$ cat src/rtl/tmd_pkg.sv
// Constants, types and register map of the transient motion detector.
// Assumes an 8-bit register port and 8g-scaled signed samples.
package tmd_pkg;

  // Register offsets on the host register port.
  localparam logic [7:0] REG_CONFIG    = 8'h1D;
  localparam logic [7:0] REG_SOURCE    = 8'h1E;
  localparam logic [7:0] REG_THRESHOLD = 8'h1F;
  localparam logic [7:0] REG_COUNT     = 8'h20;

  // Configuration register fields.
  localparam int CFG_BYPASS_BIT = 0;
  localparam int CFG_XEN_BIT    = 1;
  localparam int CFG_LATCH_BIT  = 4;
  localparam int CFG_USED_W     = 5;

  // Source register fields; axis pair i sits at bits 2i (polarity) and 2i+1 (hit).
  localparam int SRC_ACTIVE_BIT = 6;

  // Threshold register fields.
  localparam int THS_STYLE_BIT = 7;
  localparam int THS_LIMIT_W   = 7;

  // Reset values.
  localparam logic [4:0] CONFIG_RESET    = 5'h00;
  localparam logic [7:0] THRESHOLD_RESET = 8'h00;
  localparam logic [7:0] COUNT_RESET     = 8'h00;

  // With low noise on, 4g at 0.063g per count is 63 counts.
  localparam logic [6:0] LOW_NOISE_LIMIT_CAP = 7'h3F;

  // Debounce step timing; every tabled step is a multiple of 1.25 ms.
  localparam int CLK_PERIOD_NS  = 20;
  localparam int STEP_UNIT_NS   = 1250000;
  localparam int STEP_UNIT_CYC  = (STEP_UNIT_NS + CLK_PERIOD_NS - 1) / CLK_PERIOD_NS;

  // Sample rate settings, fastest first.
  localparam logic [2:0] RATE_800 = 3'h0;
  localparam logic [2:0] RATE_400 = 3'h1;
  localparam logic [2:0] RATE_200 = 3'h2;
  localparam logic [2:0] RATE_100 = 3'h3;
  localparam logic [2:0] RATE_50  = 3'h4;
  localparam logic [2:0] RATE_12  = 3'h5;

  // High-pass corner: the running mean moves by 1/2^HPF_SHIFT per sample.
  localparam int HPF_SHIFT = 4;

  typedef enum logic [1:0] {
    OS_NORMAL,
    OS_LOW_NOISE_LP,
    OS_FINE_RES,
    OS_LOW_POWER
  } tmd_os_mode_e;

  // One register access request from the serial port front end.
  typedef struct packed {
    logic       wr;
    logic       rd;
    logic [7:0] addr;
    logic [7:0] wdata;
  } tmd_reg_req_s;

  // One signed sample per axis, X in the low byte.
  typedef struct packed {
    logic signed [7:0] z;
    logic signed [7:0] y;
    logic signed [7:0] x;
  } tmd_axes_s;

endpackage

$ cat src/rtl/tmd_axis.sv
// One axis of the transient detector: high-pass filter, threshold compare, debounce.
// Assumes samples arrive as one-cycle valid pulses and steps come from a divider.
`timescale 1ns/1ps
module tmd_axis
  import tmd_pkg::*;
(
  input  wire logic              core_clk,
  input  wire logic              sys_rst,
  input  wire logic              sampleValid,
  input  wire logic signed [7:0] sample,
  input  wire logic              bypass,
  input  wire logic [6:0]        limit,
  input  wire logic              clearStyle,
  input  wire logic [7:0]        countLimit,
  input  wire logic              step,
  output logic                   hitPulse,
  output logic                   hitNeg
);

  logic signed [15:0] meanAcc;
  logic signed [8:0]  filtered;
  logic [7:0]         debCnt;
  logic [7:0]         next_debCnt;

  // Difference between the sample and the running mean, in 9.8 fixed point.
  wire logic signed [16:0] diff     = {sample[7], sample, 8'h00} - {meanAcc[15], meanAcc};
  wire logic signed [8:0]  hpOut    = diff[16:8];
  wire logic signed [8:0]  next_filt = bypass ? 9'(sample) : hpOut;
  wire logic signed [16:0] meanStep = diff >>> HPF_SHIFT;

  // Magnitude over the full 8g span whatever the output range.
  wire logic [8:0] magnitude = filtered[8] ? 9'(-filtered) : 9'(filtered);
  wire logic       overLimit = magnitude > {2'b00, limit};
  wire logic [8:0] cntPlus   = {1'b0, debCnt} + 9'h001;
  wire logic       reached   = overLimit && (cntPlus >= {1'b0, countLimit});

  // The mean keeps running in bypass so switching back does not cause a jolt.
  always_ff @(posedge core_clk or posedge sys_rst) begin
    if (sys_rst) begin
      meanAcc  <= 16'sh0000;
      filtered <= 9'sh000;
    end else if (sampleValid) begin
      meanAcc  <= meanAcc + 16'(meanStep);
      filtered <= next_filt;
    end
  end

  // Debounce: count up while over, down or clear on a lapse, never beyond the limit.
  always_comb begin
    next_debCnt = debCnt;
    if (overLimit) begin
      next_debCnt = (debCnt < countLimit) ? cntPlus[7:0] : countLimit;
    end else if (clearStyle) begin
      next_debCnt = 8'h00;
    end else if (debCnt != 8'h00) begin
      next_debCnt = (debCnt > countLimit) ? countLimit : debCnt - 8'h01;
    end
  end

  always_ff @(posedge core_clk or posedge sys_rst) begin
    if (sys_rst) begin
      debCnt   <= 8'h00;
      hitPulse <= 1'b0;
      hitNeg   <= 1'b0;
    end else begin
      hitPulse <= step && reached;
      hitNeg   <= filtered[8];
      if (step) begin
        debCnt <= next_debCnt;
      end
    end
  end

  a_count_bounded: assert property (@(posedge core_clk) disable iff (sys_rst)
    step |=> debCnt <= $past(countLimit))
    else $error("Debounce counter passed its limit.");

  a_clear_lapse: assert property (@(posedge core_clk) disable iff (sys_rst)
    step && !overLimit && clearStyle |=> debCnt == 8'h00)
    else $error("Clear style did not zero the counter.");

  a_decrement_lapse: assert property (@(posedge core_clk) disable iff (sys_rst)
    step && !overLimit && !clearStyle && debCnt != 8'h00 && debCnt <= countLimit
    |=> debCnt == $past(debCnt) - 8'h01)
    else $error("Decrement style did not lower the counter by one.");

  a_hit_cause: assert property (@(posedge core_clk) disable iff (sys_rst)
    hitPulse |-> $past(step) && $past(overLimit))
    else $error("Hit raised without an over-limit step.");

endmodule

$ cat src/rtl/transient_motion_detector.sv
// Transient motion detector: registers, step divider and event source flags.
// Assumes a serial-port front end issuing one-cycle register requests and
// samples from the front end scaled so one count equals one threshold step.
//
// Function
// - highpass_bypass 0 feeds filtered samples, 1 feeds raw samples.
// - Config bits 3..1 enable Z, Y, X event detection.
// - latch_enable at config bit 4 selects latched or live flags.
// - Reading the source register clears interrupt and all its status bits.
// - While event_active, more axis bits may set; none drop before a read.
// - Latched and event_active: other source bits freeze until read.
// - event_active at source bit 6 shows that some event flag fired.
// - Axis hit bits sit at source bits 5, 3, 1 for Z, Y, X.
// - Polarity bits at 4, 2, 0: 0 positive g, 1 negative g.
// - limit_value is the 7-bit unsigned low field, 0.063g per count.
// - Comparison spans 8g whatever the output full scale.
// - Low noise caps the reachable threshold at 4g.
// - Detection is magnitude strictly greater than the threshold.
// - debounce_style bit 7: 0 decrements, 1 clears the counter on lapse.
// - Debounce count register sets required over-threshold steps; consecutive only in clear style.
// - Step follows sample rate: 1.25, 2.5, 5, 10, 20 ms, capped 20 ms.
// - Fine resolution 2.5 ms at 400 Hz and below; low power 80/160 ms.
// - Event flag always raised; interrupt output only when enabled.
// - Threshold, style and count registers reset to zero.
// - Flag fires when counter reaches count; counter never exceeds count.
// - Decrement style lowers the counter by one per step down to zero.
`timescale 1ns/1ps
module transient_motion_detector
  import tmd_pkg::*;
#(
  parameter int STEP_UNIT_CYCLES = STEP_UNIT_CYC
)
(
  input  wire logic         core_clk,
  input  wire logic         sys_rst,
  input  wire tmd_reg_req_s regReq,
  output logic [7:0]        regRdData,
  input  wire logic         sampleValid,
  input  wire tmd_axes_s    samples,
  input  wire logic [2:0]   sampleRateSetting,
  input  wire tmd_os_mode_e osMode,
  input  wire logic         lowNoiseEnable,
  input  wire logic         irqEnable,
  output logic              transientIrq
);

  logic [4:0]  configReg;
  logic [7:0]  thresholdReg;
  logic [7:0]  countReg;
  logic [2:0]  hitFlags;
  logic [2:0]  polFlags;
  logic        eventActive;
  logic [31:0] unitCnt;
  logic [7:0]  multCnt;
  logic        step;
  logic        stepSeen;
  logic [2:0]  axisHit;
  logic [2:0]  axisNeg;

  // Debounce step length in 1.25 ms units for a rate and oversampling mode.
  function automatic logic [7:0] step_units(input logic [2:0] rate, input tmd_os_mode_e mode);
    logic [7:0] units;
    units = 8'h10;
    case (rate)
      RATE_800: units = 8'h01;
      RATE_400: units = 8'h02;
      RATE_200: units = 8'h04;
      RATE_100: units = 8'h08;
      RATE_50:  units = 8'h10;
      RATE_12:  units = (mode == OS_NORMAL) ? 8'h10 : 8'h40;
      default:  begin
        case (mode)
          OS_LOW_POWER:    units = 8'h80;
          OS_LOW_NOISE_LP: units = 8'h40;
          default:         units = 8'h10;
        endcase
      end
    endcase
    if (mode == OS_FINE_RES && rate > RATE_800) begin
      units = 8'h02;
    end
    return units;
  endfunction

  // Register decode and field views.
  wire logic       wrConfig    = regReq.wr && regReq.addr == REG_CONFIG;
  wire logic       wrThreshold = regReq.wr && regReq.addr == REG_THRESHOLD;
  wire logic       wrCount     = regReq.wr && regReq.addr == REG_COUNT;
  wire logic       srcRead     = regReq.rd && regReq.addr == REG_SOURCE;
  wire logic       bypass      = configReg[CFG_BYPASS_BIT];
  wire logic [2:0] axisEnable  = configReg[CFG_XEN_BIT +: 3];
  wire logic       latchEnable = configReg[CFG_LATCH_BIT];
  wire logic [6:0] limitValue  = thresholdReg[THS_LIMIT_W-1:0];
  wire logic       clearStyle  = thresholdReg[THS_STYLE_BIT];
  wire logic [7:0] stepUnits   = step_units(sampleRateSetting, osMode);

  // The cap only trims what the comparator sees; software reads back its own value.
  wire logic [6:0] effLimit = (lowNoiseEnable && limitValue > LOW_NOISE_LIMIT_CAP) ?
                              LOW_NOISE_LIMIT_CAP : limitValue;

  // Source register image, bit 7 always zero.
  wire logic [7:0] sourceImage = {1'b0, eventActive, hitFlags[2], polFlags[2],
                                  hitFlags[1], polFlags[1], hitFlags[0], polFlags[0]};

  wire logic [7:0] rdMux = (regReq.addr == REG_CONFIG)    ? {3'b000, configReg} :
                           (regReq.addr == REG_SOURCE)    ? sourceImage :
                           (regReq.addr == REG_THRESHOLD) ? thresholdReg :
                           (regReq.addr == REG_COUNT)     ? countReg : 8'h00;

  // Register writes; the unused high config bits are simply not stored.
  always_ff @(posedge core_clk or posedge sys_rst) begin
    if (sys_rst) begin
      configReg    <= CONFIG_RESET;
      thresholdReg <= THRESHOLD_RESET;
      countReg     <= COUNT_RESET;
    end else begin
      if (wrConfig) begin
        configReg <= regReq.wdata[CFG_USED_W-1:0];
      end
      if (wrThreshold) begin
        thresholdReg <= regReq.wdata;
      end
      if (wrCount) begin
        countReg <= regReq.wdata;
      end
    end
  end

  // Read data is registered and answers one cycle after the request.
  always_ff @(posedge core_clk or posedge sys_rst) begin
    if (sys_rst) begin
      regRdData <= 8'h00;
    end else if (regReq.rd) begin
      regRdData <= rdMux;
    end
  end

  // Step divider: a 1.25 ms unit tick, then a count of units per step.
  wire logic unitTick = (unitCnt == 32'(STEP_UNIT_CYCLES - 1));
  wire logic multDone = (multCnt >= stepUnits - 8'h01);

  always_ff @(posedge core_clk or posedge sys_rst) begin
    if (sys_rst) begin
      unitCnt <= 32'h0000_0000;
      multCnt <= 8'h00;
      step    <= 1'b0;
    end else begin
      unitCnt <= unitTick ? 32'h0000_0000 : unitCnt + 32'h0000_0001;
      step    <= unitTick && multDone;
      if (unitTick) begin
        multCnt <= multDone ? 8'h00 : multCnt + 8'h01;
      end
    end
  end

  // One filter and debounce per axis, X first.
  genvar ax;
  generate
    for (ax = 0; ax < 3; ax++) begin : g_axis
      tmd_axis u_axis (
        .core_clk    (core_clk),
        .sys_rst     (sys_rst),
        .sampleValid (sampleValid),
        .sample      (samples[8*ax +: 8]),
        .bypass      (bypass),
        .limit       (effLimit),
        .clearStyle  (clearStyle),
        .countLimit  (countReg),
        .step        (step),
        .hitPulse    (axisHit[ax]),
        .hitNeg      (axisNeg[ax])
      );
    end
  endgenerate

  // Qualified events of enabled axes; a latched, active source takes nothing new
  // until it is read, and a hit that meets the read itself is kept, not lost.
  wire logic       frozen  = latchEnable && eventActive && !srcRead;
  wire logic [2:0] enHits  = axisHit & axisEnable;
  wire logic [2:0] newHits = frozen ? 3'b000 : enHits;
  wire logic [2:0] keptHit = srcRead ? 3'b000 : hitFlags;
  wire logic [2:0] keptPol = srcRead ? 3'b000 : polFlags;
  wire logic [2:0] next_hitFlags = keptHit | newHits;
  wire logic [2:0] next_polFlags = (newHits & axisNeg) | (~newHits & keptPol);

  // Latched: sticky until read. Live: follows each step's verdict, set beats read.
  wire logic keptActive  = srcRead ? 1'b0 : eventActive;
  wire logic next_active = latchEnable ? (keptActive | (|enHits)) :
                           (stepSeen ? (|enHits) : keptActive);

  always_ff @(posedge core_clk or posedge sys_rst) begin
    if (sys_rst) begin
      hitFlags    <= 3'b000;
      polFlags    <= 3'b000;
      eventActive <= 1'b0;
      stepSeen    <= 1'b0;
    end else begin
      hitFlags    <= next_hitFlags;
      polFlags    <= next_polFlags;
      eventActive <= next_active;
      stepSeen    <= step;
    end
  end

  // The flag is raised regardless; only the pin is gated.
  assign transientIrq = eventActive && irqEnable;

  a_irq_gate: assert property (@(posedge core_clk) disable iff (sys_rst)
    transientIrq == (eventActive && irqEnable))
    else $error("Interrupt output does not follow enabled event flag.");

  a_read_clears: assert property (@(posedge core_clk) disable iff (sys_rst)
    srcRead && axisHit == 3'b000 && !stepSeen
    |=> hitFlags == 3'b000 && polFlags == 3'b000 && !eventActive)
    else $error("Source read did not clear status.");

  a_latch_freeze: assert property (@(posedge core_clk) disable iff (sys_rst)
    latchEnable && eventActive && !srcRead && $stable(configReg)
    |=> $stable(hitFlags) && $stable(polFlags) && eventActive)
    else $error("Latched source bits changed before a read.");

  a_bits_hold: assert property (@(posedge core_clk) disable iff (sys_rst)
    !srcRead |=> (hitFlags & $past(hitFlags)) == $past(hitFlags))
    else $error("Axis hit bit dropped without a source read.");

  a_reserved_zero: assert property (@(posedge core_clk) disable iff (sys_rst)
    regReq.rd && (regReq.addr == REG_CONFIG || regReq.addr == REG_SOURCE)
    |=> regRdData[7] == 1'b0)
    else $error("Reserved bit read back nonzero.");

  a_limit_cap: assert property (@(posedge core_clk) disable iff (sys_rst)
    lowNoiseEnable |-> effLimit <= LOW_NOISE_LIMIT_CAP)
    else $error("Low noise threshold cap not applied.");

  a_hit_enable: assert property (@(posedge core_clk) disable iff (sys_rst)
    !srcRead && $rose(hitFlags[0]) |-> $past(axisEnable[0]))
    else $error("Disabled X axis raised its hit bit.");

  a_step_spacing: assert property (@(posedge core_clk) disable iff (sys_rst)
    step |=> !step)
    else $error("Step pulse lasted more than one cycle.");

  // Steps fall only in the cycle after a unit tick of the divider.
  a_step_on_tick: assert property (@(posedge core_clk) disable iff (sys_rst)
    step |-> $past(unitTick))
    else $error("Step pulse without a unit tick.");

  // What the port writes is held from the next cycle on.
  a_config_write: assert property (@(posedge core_clk) disable iff (sys_rst)
    wrConfig |=> configReg == $past(regReq.wdata[CFG_USED_W-1:0]))
    else $error("Configuration write not stored.");

  a_threshold_write: assert property (@(posedge core_clk) disable iff (sys_rst)
    wrThreshold |=> thresholdReg == $past(regReq.wdata))
    else $error("Threshold write not stored.");

  a_count_write: assert property (@(posedge core_clk) disable iff (sys_rst)
    wrCount |=> countReg == $past(regReq.wdata))
    else $error("Debounce count write not stored.");

  // Read data answers one cycle after the strobe and holds until the next one.
  a_source_image: assert property (@(posedge core_clk) disable iff (sys_rst)
    srcRead |=> regRdData == $past(sourceImage))
    else $error("Source read returned a stale image.");

  a_read_hold: assert property (@(posedge core_clk) disable iff (sys_rst)
    !regReq.rd |=> $stable(regRdData))
    else $error("Read data changed without a read strobe.");

  a_unmapped_zero: assert property (@(posedge core_clk) disable iff (sys_rst)
    regReq.rd && (regReq.addr < REG_CONFIG || regReq.addr > REG_COUNT) |=> regRdData == 8'h00)
    else $error("Unmapped offset read back nonzero.");

  // Every hit that lands raises event_active and carries the sign it was seen with.
  a_hit_raises_active: assert property (@(posedge core_clk) disable iff (sys_rst)
    |newHits |=> eventActive && (hitFlags & $past(newHits)) == $past(newHits))
    else $error("Accepted hit did not set its flag and event_active.");

  a_polarity_update: assert property (@(posedge core_clk) disable iff (sys_rst)
    |newHits |=> (polFlags & $past(newHits)) == ($past(axisNeg) & $past(newHits)))
    else $error("Polarity bit does not match the hit sign.");

  a_read_clears_active: assert property (@(posedge core_clk) disable iff (sys_rst)
    srcRead && !(|enHits) |=> !eventActive)
    else $error("Source read left event_active set.");

  // Live flags: event_active is redone at every step from that step's hits.
  a_live_active: assert property (@(posedge core_clk) disable iff (sys_rst)
    !latchEnable && stepSeen |=> eventActive == $past(|enHits))
    else $error("Live event_active does not follow the step's hits.");

  // Disabled Y and Z axes never raise their hit bits.
  a_y_hit_enable: assert property (@(posedge core_clk) disable iff (sys_rst)
    $rose(hitFlags[1]) |-> $past(axisEnable[1]))
    else $error("Disabled Y axis raised its hit bit.");

  a_z_hit_enable: assert property (@(posedge core_clk) disable iff (sys_rst)
    $rose(hitFlags[2]) |-> $past(axisEnable[2]))
    else $error("Disabled Z axis raised its hit bit.");

endmodule

$ cat config.mk
export PLATFORM = sky130hd
export DESIGN_NAME = transient_motion_detector
export DESIGN_NICKNAME = d
export VERILOG_FILES = /design/src/rtl/tmd_pkg.sv /design/src/rtl/tmd_axis.sv /design/src/rtl/transient_motion_detector.sv
export SDC_FILE = /design/constraint.sdc
export NUM_CORES = 1
export LEC_CHECK = 0
export ABC_AREA = 0
export BUFFER_PORTS_ARGS = -buffer_cell sky130_fd_sc_hd__buf_2
export CORE_ASPECT_RATIO = 0.8
export CORE_MARGIN = 3
export CORE_UTILIZATION = 40
export DETAILED_ROUTE_END_ITERATION = 8
export GPL_TIMING_DRIVEN = 0
export HOLD_SLACK_MARGIN = 0.02
export PLACE_DENSITY_LB_ADDON = 0.15
export SYNTH_ARGS = -nofsm -noshare
export SYNTH_HDL_FRONTEND = slang
export SYNTH_SLANG_ARGS = --single-unit
export TNS_END_PERCENT = 100
$ cat constraint.sdc
create_clock -name core_clk -period 6 [get_ports core_clk]
set_input_delay 0.3 -clock core_clk [delete_from_list [all_inputs] [get_ports core_clk]]
set_output_delay 0.3 -clock core_clk [all_outputs]
set_load 0.05 [all_outputs]
==> PnR_summary.wiki <==
{| class="wikitable"
! Metric !! Value
|-
| Dominant delay contributor by cell family on the critical path || simple AND/OR/NAND/NOR gates
|-
| Gate Count Post-Synth || 1634
|-
| PostCTS Resize Cnt || 0
|-
| Fin crit share || 0.670
|-
| Number of top-level design ports || 61
|-
| Actual transition at the worst max-transition pin || roughly 1100 ps
|-
| Clock tree from TritonCTS || built
|-
| Clk_skew || approximately 12 ps
|-
| Hold_ws || 136 ps
|-
| Post-route cell area || between 0.015 and 0.02 mm²
|-
| Post-synthesis instance area || 0.0147 mm²
|-
| Fraction of the mapped netlist area in compound gates || 0.177
|-
| Post-synthesis simple-gate area fraction || 0.172
|-
| CTS H-Tree Depth || 4
|-
| Total buffers and inverters traversed by the critical path || 1
|-
| Dpl cell area || approximately 0.016 mm²
|-
| Fillers || 3568
|-
| Register clock-pin slew on the reported worst setup and hold paths || approximately 80 ps
|-
| Via count of the first global-routing pass || 11.6k
|-
| Share of synthesized area spent on multiplexers || 0.0739
|-
| Initial standard-cell utilization of the core || 0.408
|-
| Worst supply voltage drop on vdd || 0.397 mV
|-
| Number of violations reported at the end of detailed-routing iteration 0 || slightly above 900
|-
| Cts-stage hold buffer count || 1
|-
| Via count of the routed design || 12.2k
|-
| Number of enable flip-flop cells after synthesis || 0
|-
| Largest family of logic cells by synthesized area || compound AO/OA/AOI/OAI gates
|-
| Tightest Hold Check Type || in -> reg
|-
| Slew Viols, Final || 0
|-
| Post-synthesis share of cell area spent on full adders, half adders and majority gates || 0.139
|-
| TritonCTS Buffers || 17
|-
| CTS Root Cell || clkbuf_16
|-
| Arrival time of data at the critical path endpoint || 4360 ps
|-
| FF+latch count, synth || ~180
|-
| Area occupied by multi-input gates || approximately 0.0096 mm²
|-
| Total power density per cell area || around 520 mW/mm²
|-
| Primary FF master, synth || dfrtp_1
|-
| Remaining routing DRC violations || 0
|-
| Achievable Freq || roughly 0.25 GHz
|-
| Insertion delay of the later-clocked pin in the worst-skew pair || about 450 ps
|-
| Maximum number of pins on one net before global-route repair || ~120
|-
| Kind of critical path || reg -> reg
|-
| All-layer global routing usage || 0.204
|-
| Crit end category || flop
|-
| Initial DRT Pass Iterations || 5
|-
| Number of buffer cells added on primary ports || 56
|-
| List of cells traversed by the critical path || or4_1, clkbuf_1, nor3_1, a21oi_1, nor2b_1, nor2_1, xnor2_1, ha_1, or3_1, a31oi_1, nor3_1, o311ai_0, and3_1, o21ai_0, xnor2_1
|-
| Area taken by flip-flops and latches || ~0.0046 mm²
|-
| Die Wd || roughly 220 µm
|-
| Number of nets still failing antenna checks after routing || 0
|-
| Die span in y || 177 µm
|-
| Global-route wire length before repair || about 63 mm
|-
| Worst stage delay on the critical path || between 500 and 600 ps
|-
| Setup repair after global routing missed its margin || no
|-
| Sort of element at the start of the critical path || flop
|-
| Slew HR || 0.243
|-
| Area growth from synthesis to final layout || 10.5%
|-
| Antenna violations before repair || 1
|-
| Number of distinct standard cells referenced by the synthesized netlist || slightly above 80
|-
| Max Buffers Root-to-Sink || 2
|-
| Max stage delay cell, worst path || o311ai_0
|-
| Final weighted congestion of routability-driven global placement || between 0.8 and 0.9
|-
| Final net count || a little under 2k
|-
| Total Wirelength || between 30 and 40 mm
|-
| Share of flip-flops with an asynchronous set or reset after synthesis || 1.00
|-
| Routed length per instance || 17.6 µm
|-
| Final setup violating endpoints || 0
|-
| Total congestion overflow after global routing || 0
|-
| Syn. warnings || 0
|-
| Area of the core || 0.0361 mm²
|-
| Number of sinks driven by the clock tree || between 150 and 200
|-
| Syn Nets || roughly 1.8k
|-
| CP Data Required Time || 6340 ps
|-
| Synthesized-area fraction occupied by xor and xnor cells || 0.0882
|-
| Final hold viol count || 0
|-
| Proportion of synthesized chip area in sequential cells || 0.311
|-
| Outcome || complete, no violations
|-
| DP Wirelength || between 20 and 30 mm
|-
| Share of post-route cells with drive strength above 1 || 0.104
|-
| Post-synthesis area per instance || between 8 and 9 µm²
|-
| Standard-cell rows || 62
|-
| Via density per instance || 5.52
|-
| Max-cap violations || 0
|-
| Leak Pwr || between 0.007 and 0.008 µW
|-
| Minimum period implied by the final worst setup slack || approximately 4000 ps
|-
| Die outline area || between 0.03 and 0.04 mm²
|-
| Crit path max fanout || 5
|-
| Setup fix buffers added after clock tree synthesis || 0
|}
[state kept, by name (all words and copies together) (netlist names)]
| signal | flops |
|---|---|
| g_axis.u_axis.meanAcc | 48 |
| unitCnt | 32 |
| g_axis.u_axis.filtered | 27 |
| g_axis.u_axis.debCnt | 24 |
| countReg | 8 |
| multCnt | 8 |
| regRdData | 8 |
| thresholdReg | 8 |
| configReg | 5 |
| g_axis.u_axis.hitNeg | 3 |
| g_axis.u_axis.hitPulse | 3 |
| hitFlags | 3 |
| polFlags | 3 |
| eventActive | 1 |
| step | 1 |
| stepSeen | 1 |
[synthesized netlist by cell type (30+ instances only)]
cell | n | area (µm²)
dfrtp_1 | 183 | 4580
ha_1 | 158 | 1980
nand2_1 | 130 | 488
nor2_1 | 125 | 469
a21oi_1 | 96 | 480
xnor2_1 | 92 | 806
inv_1 | 89 | 334
o21ai_0 | 70 | 350
xor2_1 | 56 | 490
mux2_2 | 53 | 597
nand3_1 | 53 | 265
mux2i_1 | 49 | 490
clkbuf_1 | 48 | 180
nor3_1 | 34 | 170
a21o_1 | 30 | 225
[logic make-up (layout without fill, tap and decap cells)]
kind of cell,after synthesis,in the layout
adder cells (fa/ha/maj),161,161
flip-flops,183,183
AND/OR/NAND/NOR,506,506
XOR/XNOR,148,148
AO/OA/AOI/OAI,385,385
buffers and inverters,148,238
multiplexers,102,102
other,1,2
[power breakdown]
group	internal, µW	switching, µW	total (µW)
Sequential	1550	299	1840
Clock	600	593	1190
Combinational	2450	3030	5480
[per-stage QoR]
step	utilization	TNS [ps]	instances	setup WS [ps]	power, µW
floorplan	-	0	1634	728	6200
global placement	0.432	-351690	2170	-1950	7190
detailed placement	0.433	0	2171	2040	7290
CTS	0.450	0	2204	2010	8530
global route	0.450	0	2205	1660	9370
finish	0.450	0	2205	1980	8520
[placed cells by master (no fill, tap or decap), types with 6 or more instances in the layout]
| cell type | instances |
|---|---|
| dfrtp_1 | 183 |
| ha_1 | 158 |
| nand2_1 | 130 |
| nor2_1 | 125 |
| a21oi_1 | 96 |
| xnor2_1 | 92 |
| inv_1 | 88 |
| o21ai_0 | 70 |
| buf_2 | 58 |
| xor2_1 | 56 |
| nand3_1 | 53 |
| mux2_2 | 53 |
| mux2i_1 | 49 |
| clkbuf_1 | 48 |
| nor3_1 | 34 |
| a21o_1 | 30 |
| a31oi_1 | 29 |
| o21a_1 | 26 |
| or3_1 | 25 |
| nand2b_1 | 23 |
| nand4_1 | 22 |
| nor2b_1 | 18 |
| clkbuf_16 | 17 |
| o21bai_1 | 15 |
| and3_1 | 14 |
| nor4_1 | 12 |
| o22ai_1 | 11 |
| o32a_1 | 10 |
| a211oi_1 | 10 |
| o211ai_1 | 10 |
| or2_2 | 9 |
| nor4b_1 | 9 |
| nand4b_1 | 6 |
| o2111ai_1 | 6 |
[metal layers]
layer	vias to the layer above	track usage	share of wire
met2	236	0.307	0.42
met4	0	0.0413	0.015
met5	-	0	0
met3	31	0.0288	0.044
li1	6073	-	-
met1	5827	0.311	0.52
[cell type report]
class / count / area share
diodes: 1 / 0.000154
plain buffers: 58 / 0.0145
clock buffers: 17 / 0.0262
clock inverters: 15 / 0.0115
inverters: 90 / 0.0213
multi-input cells: 1303 / 0.588
flip-flops and latches: 183 / 0.282
well taps: 480 / 0.0370
repair buffers: 58 / 0.0196
[path summary, 6_finish.rpt]
kind	from	end	slack, ps	cells past startpoint
setup / recovery	g_axis[2].u_axis.meanAcc[1]	g_axis[2].u_axis.meanAcc[15]	1980	15
hold / removal	regReq[7]	countReg[7]	140	2
setup reg to reg	g_axis[2].u_axis.meanAcc[1]	g_axis[2].u_axis.meanAcc[15]	1980	15
hold reg to reg	g_axis[0].u_axis.filtered[8]	g_axis[0].u_axis.hitNeg	380	0
max in group asynchronous	sys_rst	g_axis[1].u_axis.debCnt[2]	4590	4
min in group asynchronous	sys_rst	g_axis[0].u_axis.meanAcc[8]	430	3
Note: power is estimated with default switching activity, not from simulation.
